**src/common/cfe_consts.svh**
```systemverilog
// Purpose: Field positions, codes and reset values for compare and extract
// Assumes: 32-bit instruction word, 32-bit data, 40-bit long operands
// Notes: Included by bare name; definitions only
`ifndef CFE_CONSTS_SVH
`define CFE_CONSTS_SVH

`define CFE_CREG_MSB 31
`define CFE_CREG_LSB 29
`define CFE_ZTEST_BIT 28
`define CFE_DEST_MSB 27
`define CFE_DEST_LSB 23
`define CFE_SECOND_MSB 22
`define CFE_SECOND_LSB 18
`define CFE_FIRST_MSB 17
`define CFE_FIRST_LSB 13
`define CFE_CROSS_BIT 12
`define CFE_OPF_MSB 11
`define CFE_OPF_LSB 5
`define CFE_SIDE_BIT 1
`define CFE_PAR_BIT 0

`define CFE_LCLASS_MSB 4
`define CFE_LCLASS_LSB 2
`define CFE_LCLASS_CODE 3'h6

`define CFE_OPF_LT_RR 7'h57
`define CFE_OPF_LT_CR 7'h56
`define CFE_OPF_LT_RL 7'h55
`define CFE_OPF_LT_CL 7'h54
`define CFE_OPF_LTU_RR 7'h5F
`define CFE_OPF_LTU_CR 7'h5E
`define CFE_OPF_LTU_RL 7'h5D
`define CFE_OPF_LTU_CL 7'h5C

`define CFE_RAMT_MSB 12
`define CFE_RAMT_LSB 8
`define CFE_XCONST_MSB 7
`define CFE_XCONST_LSB 2
`define CFE_EXT_CONST_CODE 6'h12
`define CFE_EXTU_CONST_CODE 6'h02
`define CFE_XREG_MSB 11
`define CFE_XREG_LSB 2
`define CFE_EXT_REG_CODE 10'h2F8
`define CFE_EXTU_REG_CODE 10'h2B8

`define CFE_SH_RIGHT_MSB 4
`define CFE_SH_RIGHT_LSB 0
`define CFE_SH_LEFT_MSB 9
`define CFE_SH_LEFT_LSB 5

`define CFE_CREG_ALWAYS 3'h0
`define CFE_RESULT_RST 32'h0000_0000
`define CFE_ADDR_RST 5'h00

`endif

```
**src/common/cfe_pkg.sv**
```systemverilog
// Purpose: Types and shared helpers for compare and extract datapath
// Assumes: Nothing beyond the constants header
// Notes: Used by scoped names only
`default_nettype none
package cfe_pkg;

  typedef enum logic [3:0] {
    CLS_NONE = 4'h0,
    CLS_LT_RR = 4'h1,
    CLS_LT_CR = 4'h2,
    CLS_LT_RL = 4'h3,
    CLS_LT_CL = 4'h4,
    CLS_LTU_RR = 4'h5,
    CLS_LTU_CR = 4'h6,
    CLS_LTU_RL = 4'h7,
    CLS_LTU_CL = 4'h8,
    CLS_EXT_C = 4'h9,
    CLS_EXTU_C = 4'hA,
    CLS_EXT_R = 4'hB,
    CLS_EXTU_R = 4'hC
  } insn_class_t;

  typedef enum logic [2:0] {
    UNIT_NONE = 3'h0,
    UNIT_LOGIC_A = 3'h1,
    UNIT_LOGIC_B = 3'h2,
    UNIT_SHIFT_A = 3'h3,
    UNIT_SHIFT_B = 3'h4
  } unit_t;

  // Widen a 32-bit value to 40 bits with sign or zero fill
  function automatic logic [39:0] widen_40(input logic [31:0] v, input logic sgn);
    widen_40 = {{8{sgn & v[31]}}, v};
  endfunction

endpackage
`default_nettype wire

```
**src/common/operand_bus_if.sv**
```systemverilog
// Purpose: Operand and result carrier between the core and its two units
// Assumes: Single clock domain, purely combinational traffic
// Notes: One modport per party
`timescale 1ns/1ps
`default_nettype none
interface operand_bus_if;
  logic [39:0] first_val;
  logic [39:0] second_val;
  logic is_signed;
  logic [4:0] left_amt;
  logic [4:0] right_amt;
  logic less_flag;
  logic [31:0] extract_val;

  modport core (output first_val, second_val, is_signed, left_amt, right_amt,
                input less_flag, extract_val);
  modport cmp (input first_val, second_val, is_signed, output less_flag);
  modport ext (input second_val, is_signed, left_amt, right_amt, output extract_val);
endinterface
`default_nettype wire

```
**src/rtl/less_compare_unit.sv**
```systemverilog
// Purpose: 40-bit less-than comparator, signed or unsigned
// Assumes: Operands already widened to 40 bits
// Notes: Combinational
`timescale 1ns/1ps
`default_nettype none
module less_compare_unit (
  operand_bus_if.cmp bus
);
  always_comb
  begin
    if (bus.is_signed)
      bus.less_flag = $signed(bus.first_val) < $signed(bus.second_val);
    else
      bus.less_flag = bus.first_val < bus.second_val;
  end
endmodule
`default_nettype wire

```
**src/rtl/field_extract_unit.sv**
```systemverilog
// Purpose: Bit-field extract by left shift then right shift
// Assumes: Field lives in the low 32 bits of second_val
// Notes: Combinational
`timescale 1ns/1ps
`default_nettype none
module field_extract_unit (
  operand_bus_if.ext bus
);
  logic [31:0] shifted_left;

  always_comb
  begin
    shifted_left = bus.second_val[31:0] << bus.left_amt;
    if (bus.is_signed)
      bus.extract_val = $unsigned($signed(shifted_left) >>> bus.right_amt);
    else
      bus.extract_val = shifted_left >> bus.right_amt;
  end
endmodule
`default_nettype wire

```
**src/rtl/compare_and_field_extract.sv**
```systemverilog
// Purpose: Less-than compare and bit-field extract execute slice
// Assumes: Register files answer read addresses in the same cycle
// Notes: Result is registered at the end of the single execute cycle
`timescale 1ns/1ps
`default_nettype none
`include "cfe_consts.svh"

module compare_and_field_extract (
  input wire logic mclk,
  input wire logic rst_b,
  input wire logic clk_en,
  input wire logic instr_valid,
  input wire logic [31:0] instr_word,
  input wire logic [31:0] first_data,
  input wire logic [31:0] second_data,
  input wire logic [7:0] second_hi_data,
  input wire logic [31:0] cross_data,
  input wire logic [31:0] cond_value,
  output logic [4:0] first_addr,
  output logic [4:0] second_addr,
  output logic [4:0] cross_addr,
  output logic cross_active,
  output logic [2:0] cond_sel,
  output logic result_we,
  output logic [31:0] result_data,
  output logic [4:0] result_addr,
  output logic result_side,
  output logic result_parallel,
  output logic [2:0] result_unit,
  output logic unsupported
);

  operand_bus_if bus ();

  cfe_pkg::insn_class_t insn_class;
  logic [2:0] creg_field;
  logic ztest_bit;
  logic [4:0] dest_field;
  logic [4:0] second_field;
  logic [4:0] first_field;
  logic cross_bit;
  logic [6:0] opf_field;
  logic side_bit;
  logic par_bit;
  logic [2:0] lclass_field;
  logic [5:0] xconst_field;
  logic [9:0] xreg_field;
  logic [4:0] ramt_field;
  logic is_compare;
  logic is_extract;
  logic pred_true;
  logic [31:0] first_word;
  logic [31:0] signed_5bit_constant_word;
  logic [31:0] unsigned_4bit_constant_word;
  logic [31:0] second_word;
  logic [31:0] result_next;
  cfe_pkg::unit_t unit_next;
  logic result_we_reg;
  logic [31:0] result_data_reg;
  logic [4:0] result_addr_reg;
  logic result_side_reg;
  logic result_parallel_reg;
  cfe_pkg::unit_t result_unit_reg;
  logic unsupported_reg;

  // Field split of the instruction word
  always_comb
  begin
    creg_field = instr_word[`CFE_CREG_MSB:`CFE_CREG_LSB];
    ztest_bit = instr_word[`CFE_ZTEST_BIT];
    dest_field = instr_word[`CFE_DEST_MSB:`CFE_DEST_LSB];
    second_field = instr_word[`CFE_SECOND_MSB:`CFE_SECOND_LSB];
    first_field = instr_word[`CFE_FIRST_MSB:`CFE_FIRST_LSB];
    cross_bit = instr_word[`CFE_CROSS_BIT];
    opf_field = instr_word[`CFE_OPF_MSB:`CFE_OPF_LSB];
    side_bit = instr_word[`CFE_SIDE_BIT];
    par_bit = instr_word[`CFE_PAR_BIT];
    lclass_field = instr_word[`CFE_LCLASS_MSB:`CFE_LCLASS_LSB];
    xconst_field = instr_word[`CFE_XCONST_MSB:`CFE_XCONST_LSB];
    xreg_field = instr_word[`CFE_XREG_MSB:`CFE_XREG_LSB];
    ramt_field = instr_word[`CFE_RAMT_MSB:`CFE_RAMT_LSB];
  end

  // Operation decode
  always_comb
  begin
    insn_class = cfe_pkg::CLS_NONE;
    if (lclass_field == `CFE_LCLASS_CODE)
    begin
      case (opf_field)
        `CFE_OPF_LT_RR: insn_class = cfe_pkg::CLS_LT_RR;
        `CFE_OPF_LT_CR: insn_class = cfe_pkg::CLS_LT_CR;
        `CFE_OPF_LT_RL: insn_class = cfe_pkg::CLS_LT_RL;
        `CFE_OPF_LT_CL: insn_class = cfe_pkg::CLS_LT_CL;
        `CFE_OPF_LTU_RR: insn_class = cfe_pkg::CLS_LTU_RR;
        `CFE_OPF_LTU_CR: insn_class = cfe_pkg::CLS_LTU_CR;
        `CFE_OPF_LTU_RL: insn_class = cfe_pkg::CLS_LTU_RL;
        `CFE_OPF_LTU_CL: insn_class = cfe_pkg::CLS_LTU_CL;
        default: insn_class = cfe_pkg::CLS_NONE;
      endcase
    end
    else if (xreg_field == `CFE_EXT_REG_CODE)
      insn_class = cfe_pkg::CLS_EXT_R;
    else if (xreg_field == `CFE_EXTU_REG_CODE)
      insn_class = cfe_pkg::CLS_EXTU_R;
    else if (xconst_field == `CFE_EXT_CONST_CODE)
      insn_class = cfe_pkg::CLS_EXT_C;
    else if (xconst_field == `CFE_EXTU_CONST_CODE)
      insn_class = cfe_pkg::CLS_EXTU_C;
  end

  // Unit steering: compares to logic units, extracts to shift units
  always_comb
  begin
    is_compare = 1'b0;
    is_extract = 1'b0;
    case (insn_class)
      cfe_pkg::CLS_LT_RR,
      cfe_pkg::CLS_LT_CR,
      cfe_pkg::CLS_LT_RL,
      cfe_pkg::CLS_LT_CL,
      cfe_pkg::CLS_LTU_RR,
      cfe_pkg::CLS_LTU_CR,
      cfe_pkg::CLS_LTU_RL,
      cfe_pkg::CLS_LTU_CL: is_compare = 1'b1;
      cfe_pkg::CLS_EXT_C,
      cfe_pkg::CLS_EXTU_C,
      cfe_pkg::CLS_EXT_R,
      cfe_pkg::CLS_EXTU_R: is_extract = 1'b1;
      default:
      begin
        is_compare = 1'b0;
        is_extract = 1'b0;
      end
    endcase
    if (is_compare)
      unit_next = side_bit ? cfe_pkg::UNIT_LOGIC_B : cfe_pkg::UNIT_LOGIC_A;
    else if (is_extract)
      unit_next = side_bit ? cfe_pkg::UNIT_SHIFT_B : cfe_pkg::UNIT_SHIFT_A;
    else
      unit_next = cfe_pkg::UNIT_NONE;
  end

  // Predicate evaluation
  always_comb
  begin
    if (creg_field == `CFE_CREG_ALWAYS)
      pred_true = 1'b1;
    else if (ztest_bit)
      pred_true = (cond_value == `CFE_RESULT_RST);
    else
      pred_true = (cond_value != `CFE_RESULT_RST);
  end

  // Register file read ports and cross path choice
  always_comb
  begin
    first_addr = first_field;
    second_addr = second_field;
    cond_sel = creg_field;
    cross_active = 1'b0;
    cross_addr = `CFE_ADDR_RST;
    if (instr_valid && cross_bit)
    begin
      case (insn_class)
        cfe_pkg::CLS_LT_RR,
        cfe_pkg::CLS_LT_CR,
        cfe_pkg::CLS_LTU_RR,
        cfe_pkg::CLS_LTU_CR,
        cfe_pkg::CLS_EXT_R,
        cfe_pkg::CLS_EXTU_R:
        begin
          cross_active = 1'b1;
          cross_addr = second_field;
        end
        cfe_pkg::CLS_LT_RL,
        cfe_pkg::CLS_LTU_RL:
        begin
          cross_active = 1'b1;
          cross_addr = first_field;
        end
        default:
        begin
          cross_active = 1'b0;
          cross_addr = `CFE_ADDR_RST;
        end
      endcase
    end
  end

  // Operand formation
  always_comb
  begin
    signed_5bit_constant_word = {{27{first_field[4]}}, first_field};
    unsigned_4bit_constant_word = {28'h000_0000, first_field[3:0]};
    first_word = first_data;
    second_word = second_data;
    case (insn_class)
      cfe_pkg::CLS_LT_RR,
      cfe_pkg::CLS_LTU_RR,
      cfe_pkg::CLS_EXT_R,
      cfe_pkg::CLS_EXTU_R:
      begin
        first_word = first_data;
        second_word = cross_bit ? cross_data : second_data;
      end
      cfe_pkg::CLS_LT_CR:
      begin
        first_word = signed_5bit_constant_word;
        second_word = cross_bit ? cross_data : second_data;
      end
      cfe_pkg::CLS_LTU_CR:
      begin
        first_word = unsigned_4bit_constant_word;
        second_word = cross_bit ? cross_data : second_data;
      end
      cfe_pkg::CLS_LT_RL,
      cfe_pkg::CLS_LTU_RL:
        first_word = cross_bit ? cross_data : first_data;
      cfe_pkg::CLS_LT_CL:
        first_word = signed_5bit_constant_word;
      cfe_pkg::CLS_LTU_CL:
        first_word = unsigned_4bit_constant_word;
      default:
      begin
        first_word = first_data;
        second_word = second_data;
      end
    endcase
  end

  // Drive the unit carrier
  always_comb
  begin
    bus.is_signed = 1'b0;
    case (insn_class)
      cfe_pkg::CLS_LT_RR,
      cfe_pkg::CLS_LT_CR,
      cfe_pkg::CLS_LT_RL,
      cfe_pkg::CLS_LT_CL,
      cfe_pkg::CLS_EXT_C,
      cfe_pkg::CLS_EXT_R: bus.is_signed = 1'b1;
      default: bus.is_signed = 1'b0;
    endcase
    bus.first_val = cfe_pkg::widen_40(first_word, bus.is_signed);
    if (insn_class == cfe_pkg::CLS_LT_RL || insn_class == cfe_pkg::CLS_LT_CL
        || insn_class == cfe_pkg::CLS_LTU_RL || insn_class == cfe_pkg::CLS_LTU_CL)
      bus.second_val = {second_hi_data, second_data};
    else
      bus.second_val = cfe_pkg::widen_40(second_word, bus.is_signed);
    if (insn_class == cfe_pkg::CLS_EXT_R || insn_class == cfe_pkg::CLS_EXTU_R)
    begin
      bus.left_amt = first_data[`CFE_SH_LEFT_MSB:`CFE_SH_LEFT_LSB];
      bus.right_amt = first_data[`CFE_SH_RIGHT_MSB:`CFE_SH_RIGHT_LSB];
    end
    else
    begin
      bus.left_amt = first_field;
      bus.right_amt = ramt_field;
    end
  end

  less_compare_unit u_cmp (
    .bus(bus.cmp)
  );

  field_extract_unit u_ext (
    .bus(bus.ext)
  );

  // Result selection
  always_comb
  begin
    if (is_compare)
      result_next = {31'h0000_0000, bus.less_flag};
    else
      result_next = bus.extract_val;
  end

  // Write port, single execute cycle
  always_ff @(posedge mclk)
  begin
    if (!rst_b)
    begin
      result_we_reg <= 1'b0;
      result_data_reg <= `CFE_RESULT_RST;
      result_addr_reg <= `CFE_ADDR_RST;
      result_side_reg <= 1'b0;
      result_parallel_reg <= 1'b0;
    end
    else if (clk_en)
    begin
      result_we_reg <= instr_valid && pred_true && (is_compare || is_extract);
      if (instr_valid && pred_true && (is_compare || is_extract))
      begin
        result_data_reg <= result_next;
        result_addr_reg <= dest_field;
        result_side_reg <= side_bit;
        result_parallel_reg <= par_bit;
      end
    end
  end

  // Unit tag and unsupported code flag
  always_ff @(posedge mclk)
  begin
    if (!rst_b)
    begin
      result_unit_reg <= cfe_pkg::UNIT_NONE;
      unsupported_reg <= 1'b0;
    end
    else if (clk_en)
    begin
      result_unit_reg <= instr_valid ? unit_next : cfe_pkg::UNIT_NONE;
      unsupported_reg <= instr_valid && !(is_compare || is_extract);
    end
  end

  assign result_we = result_we_reg;
  assign result_data = result_data_reg;
  assign result_addr = result_addr_reg;
  assign result_side = result_side_reg;
  assign result_parallel = result_parallel_reg;
  assign result_unit = result_unit_reg;
  assign unsupported = unsupported_reg;

endmodule
`default_nettype wire

```
**config.mk**
```make
export PLATFORM = sky130hd
export DESIGN_NAME = compare_and_field_extract
export DESIGN_NICKNAME = d
export VERILOG_FILES = /design/src/common/cfe_pkg.sv /design/src/common/operand_bus_if.sv /design/src/rtl/less_compare_unit.sv /design/src/rtl/field_extract_unit.sv /design/src/rtl/compare_and_field_extract.sv
export VERILOG_INCLUDE_DIRS = /design/src /design/src/common
export SDC_FILE = /design/constraint.sdc
export NUM_CORES = 1
export LEC_CHECK = 0
export BUFFER_PORTS_ARGS = -buffer_cell sky130_fd_sc_hd__buf_2
export CORE_AREA = 10 10 159 161
export DETAILED_ROUTE_END_ITERATION = 12
export DIE_AREA = 0 0 169 171
export MAX_ROUTING_LAYER = met4
export PLACE_DENSITY = 0.73
export SLEW_MARGIN = 40
export SYNTH_ARGS = -nofsm -noshare
export SYNTH_HDL_FRONTEND = slang
export SYNTH_SLANG_ARGS = --single-unit
```
**constraint.sdc**
```tcl
create_clock -name mclk -period 7.6 [get_ports mclk]
set_input_delay 0.38 -clock mclk [delete_from_list [all_inputs] [get_ports mclk]]
set_output_delay 0.38 -clock mclk [all_outputs]
set_load 0.01 [all_outputs]
```
==> results of run 1 <==
## power by group
group          leakage (nW)  total, mW  internal (mW)  switching (mW)
logic                  4.60      0.740          0.262           0.478
registers             0.354      0.232          0.231        0.000572
clock network        0.0804      0.261          0.157           0.104
total                  5.04       1.23          0.650           0.583
## cell usage in the layout (no fill, tap or decap), types with 29 or more instances in the layout
cell	n
nor4_1	32
mux2i_1	132
buf_2	234
buf_4	43
o21ai_0	124
nand2_1	136
nor2_1	113
a21oi_1	221
a21o_1	29
nand3_1	31
nand4_1	37
ha_1	38
dfxtp_1	44
## metal layers
metal	GRT usage	vias up	routed length [um]
met5	-	-	0
met4	0.105	0	1830
met3	0.0808	139	6560
met2	0.521	1109	22300
met1	0.455	6499	21200
li1	-	6317	-
## per-stage QoR
step	std cells	setup WS (ns)	instance area [um2]	hold slack, ns
2_1_floorplan	1549	1.94	10800	0.463
3_5_place_dp	1959	1.60	12000	0.429
3_3_place_gp	1958	1.69	12000	0.424
4_1_cts	1967	1.90	12200	0.337
6_report	1969	1.78	12200	0.339
5_1_grt	1969	1.32	12200	0.367
## layout make-up
type,instances,area [um2]
Tap cell,285,357
Clock buffer,5,125
Clock inverter,3,46.3
Sequential cell,44,881
Multi-Input combinational cell,1344,9240
Inverter,7,26.3
Timing Repair Buffer,279,1530
Antenna cell,2,5.00
Fill cell,2260,10000
## kinds of logic after synthesis
kind of cell             count (synthesis)  synth area share
AO/OA/AOI/OAI                          660             0.406
XOR/XNOR                                 6           0.00486
multiplexers                           175             0.171
adder cells (fa/ha/maj)                 40            0.0458
AND/OR/NAND/NOR                        463             0.216
buffers and inverters                  161            0.0749
flip-flops                              44            0.0815
## worst min-delay path: stages
cell     delay, ns
buf_2         0.07
mux2i_1       0.05
nor2b_1       0.09
## worst max path at each step
stage	endpoint	slack, ns	depth (start not counted)
2_1_floorplan	result_data[0]	1.94	26
3_3_place_gp	result_data[0]	1.69	25
3_5_place_dp	result_data[0]	1.60	25
4_1_cts	result_data[0]	1.90	25
5_1_grt	result_data[0]	1.32	25
6_report	result_data[0]	1.78	25
==> impl_metrics.ini, run 1 <==
[yosys]
synth_ff_type = dfxtp_1
syn_area_um2 = 10800
synth.avg_cell_area_um2 = 6.98
netlist_instances = 1549
yosys.area.top_type = mux2i_1
synthMostInstantiatedCell = a21oi_1
async_reset_ff_frac = 0
synth_top_area_share = 0.129
ys_types = 97
yosysWarningCount = 0
syn-num-nets = 1759
synth-edff-count = 0
ys_seq_area_frac = 0.0815
ys_ff_latch = 44
synthTopCellsByCount = a21oi_1, mux2i_1, nand2_1
synth_area_leaders = mux2i_1, a21oi_1, dfxtp_1

[die]
die-area_um2 = 28900
num_io_pins = 235
rows = 55
initial_core_util = 0.487
die_y_um = 171
die_w_um = 169
coreArea_um2 = 22200

[worst_setup_path]
crit_start = instr_word[5]
path_class = in2reg
cp_common_cell = a21o_1
r2r_start = result_data[21]
cpPeakStageDelay_ns = 0.57
critPathTopFamily = compound AO/OA/AOI/OAI gates
crit_required_ns = 7.83
worst-r2r-cell-count = 4
cp_num_buf_inv = 2
crit_arrival_ns = 6.05
endpoint_kind = register
ff2ff_setup_slack_ns = 6.29
cpMaxStageDelayCell = nor2b_1
critPathMaxFanout = 12
startpoint_type = input pin
rr_endpoint = result_data[21]

[cells_and_area]
nNetsFinal = 1891
largest_reg_flops = 32
area_delta_synth_final_pct = 12.9
drive_gt1_frac = 0.228
final_core_util = 0.549

[clocking]
cts_sinks = 44
cts_buffer_depth = 2
cts_setup_buffers = 0
cts_tree = done
cts-buffers-inserted = 5
cts_root_buffer = clkbuf_16
clock_latency_ns = 0.29
clkTransAtPathRegs_ns = 0.07
htree_levels = 2
ctsResizeCount = 0
postCtsHoldBufs = 0

[sta]
hold_viol = 0
min_period_ns = 5.82
max_slew.worst_pin.slew_ns = 0.909
rsz0062_at_grt = no
fmaxAchievable_ghz = 0.172
setup_viol = 0
tns_ns = 0
final_max_slew_viol_count = 0
slew_headroom = 0.392
fin_skew_ns = 0
period_share = 0.766

[detailed_routing]
vias_per_cell = 7.14
ant_nets = 0
drt_wl_total_mm = 51.9
first_pass_iters = 6
drc_errors = 0
drtIter0Drc = 2558
vias = 14100
wire_per_inst_um = 26.4

[global_routing]
grt_pass1_wl_mm = 79.1
grt_max_degree = 51
grt_pass1_vias = 13200
track_usage = 0.347
antenna_found_initial = 2
overflow = 0

[hold_path]
worstHoldStart = instr_word[0]
min_path_type = in2reg
min_path_cells = 3
min_to = result_parallel

[power_and_ir_drop]
ir_drop_v = 0.0000892
power_mw = 1.23
p_leak_nw = 5.04
power_density_nw_per_um2 = 101

[job]
drv_cap = 0

[placement]
gp_congestion = 1.04
dp_hpwl_mm = 40.0
place.port_buffers = 234

[run_status]
status = finished clean
No activity file was read; power rests on OpenSTA's default activity.
==> run 2, diff against run 1 <==
==> constraint.sdc (replaced) <==
create_clock -name mclk -period 5.5 [get_ports mclk]
set_input_delay 0.275 -clock mclk [delete_from_list [all_inputs] [get_ports mclk]]
set_output_delay 0.275 -clock mclk [all_outputs]
set_load 0.01 [all_outputs]
==> run 2 against run 1 <==
Effect of this change:
- cell count up 1.8%
- sequential share of layout area decreased by 0.17 points
- setup slack lost 1.4 ns
- worst hold slack worse by 0.10 ns
- sequential power increased by 38%
- critical path type unchanged
- routed wire length rose by 4.4%
- power grew 38%
- combinational power is 45% higher
==> impl_metrics.ini, run 2 (same netlist as run 1, synthesis figures left out) <==
[global_routing]
grt_max_degree = 39
track_usage = 0.365
antenna_found_initial = 1
grt_pass1_vias = 13500
grt_pass1_wl_mm = 82.5
overflow = 0

[placement]
gp_congestion = 1.07
place.port_buffers = 234
placed_cells = 1996
dp_hpwl_mm = 42.7

[clocking]
cts_setup_buffers = 0
clkTransAtPathRegs_ns = 0.07
clock_latency_ns = 0.29
ctsResizeCount = 0
cts-buffers-inserted = 5
cts_tree = done
cts_buffer_depth = 2
cts_sinks = 44
postCtsHoldBufs = 0
cts_root_buffer = clkbuf_16
htree_levels = 2

[worst_setup_path]
cpPeakStageDelay_ns = 0.61
crit_arrival_ns = 5.26
cpMaxStageDelayCell = a2111oi_0
critPathTopFamily = compound AO/OA/AOI/OAI gates
endpoint_kind = register
startpoint_type = input pin
cp_common_cell = a21o_1
crit_required_ns = 5.68
r2r_start = result_data[21]
path_class = in2reg
crit_chain = buf_2, nor4_2, a21oi_1, xnor2_1, o211a_4, mux2i_1, ha_1, a21o_1, a21o_1, a21o_1, a21o_1, a21o_1, a21o_1, a21oi_1, nor3_1, a2111oi_0, o31ai_1, mux2i_1, a31oi_1, o21ai_1
critPathMaxFanout = 10
crit_start = instr_word[5]
cp_num_buf_inv = 1

[die]
die-area_um2 = 28900
die_w_um = 169
num_io_pins = 235
die_y_um = 171
coreArea_um2 = 22200
initial_core_util = 0.487
rows = 55

[detailed_routing]
vias = 14500
drtIter0Drc = 2043
ant_nets = 0
wire_per_inst_um = 27.0
first_pass_iters = 6
drt_wl_total_mm = 54.2
drc_errors = 0
vias_per_cell = 7.21

[sta]
slew_headroom = 0.446
fin_skew_ns = 0
hold_viol = 0
setup_viol = 0
max_slew.worst_pin.slew_ns = 0.808
tns_ns = 0
min_period_ns = 5.08
fmaxAchievable_ghz = 0.197
final_max_slew_viol_count = 0
period_share = 0.923
rsz0062_at_grt = no

[cells_and_area]
num-fill-cells = 2220
nNetsFinal = 1928
final_cell_mix = buf_2, a21oi_1, nand2_1
fin_cells = 2005
mostFrequentLayoutCell = buf_2
largest_reg_flops = 32
area_delta_synth_final_pct = 15.7
drive_gt1_frac = 0.242

[job]
drv_cap = 0

[power_and_ir_drop]
ir_drop_v = 0.000135
power_density_nw_per_um2 = 136
p_leak_nw = 5.23

[hold_path]
min_path_type = in2reg
worstHoldStart = instr_word[27]

[run_status]
status = finished clean
-- run 2: power breakdown --
group / internal (mW) / switching [mW] / total, mW
Combinational: 0.383 / 0.687 / 1.07
Clock: 0.170 / 0.140 / 0.310
Sequential: 0.320 / 0.000739 / 0.320
-- run 2: per-stage QoR --
stage	utilization	hold WS (ns)	setup WS [ns]	area [um2]	power [mW]
2_1_floorplan	-	0.441	0.151	10800	0.966
5_1_grt	0.563	0.248	0.0601	12500	1.77
3_3_place_gp	0.556	0.418	0.271	12400	1.35
6_report	0.563	0.236	0.423	12500	1.70
4_1_cts	0.563	0.238	0.471	12500	1.65
3_5_place_dp	0.556	0.425	0.149	12400	1.35
-- run 2: worst paths after layout --
path | endpoint | slack, ns | depth (start not counted)
hold reg to reg | result_data[23] | 0.43 | 2
setup reg to reg | result_data[21] | 4.46 | 4
hold / removal | result_addr[4] | 0.24 | 3
setup / recovery | result_data[0] | 0.42 | 20
-- run 2: metal layers --
layer	vias to the layer above	GRT usage	routed length (um)
met1	6805	0.454	21400
met3	189	0.0812	6460
met2	1084	0.565	23800
met5	-	-	0
met4	0	0.143	2510
li1	6377	-	-
-- run 2: tightest hold or removal path, stage by stage --
cell	delay, ns
buf_2	0.07
mux2i_1	0.05
nor2b_1	0.09
-- run 2: layout make-up --
| type | count | area [um2] | share of cell area |
|---|---|---|---|
| Clock buffer | 6 | 129 | 0.0103 |
| Multi-Input combinational cell | 1344 | 9210 | 0.736 |
| Tap cell | 285 | 357 | 0.0285 |
| Clock inverter | 2 | 16.3 | 0.00130 |
| Inverter | 7 | 26.3 | 0.00210 |
| Antenna cell | 1 | 2.50 | 0.000200 |
| Timing Repair Buffer | 316 | 1890 | 0.151 |
| Sequential cell | 44 | 881 | 0.0704 |
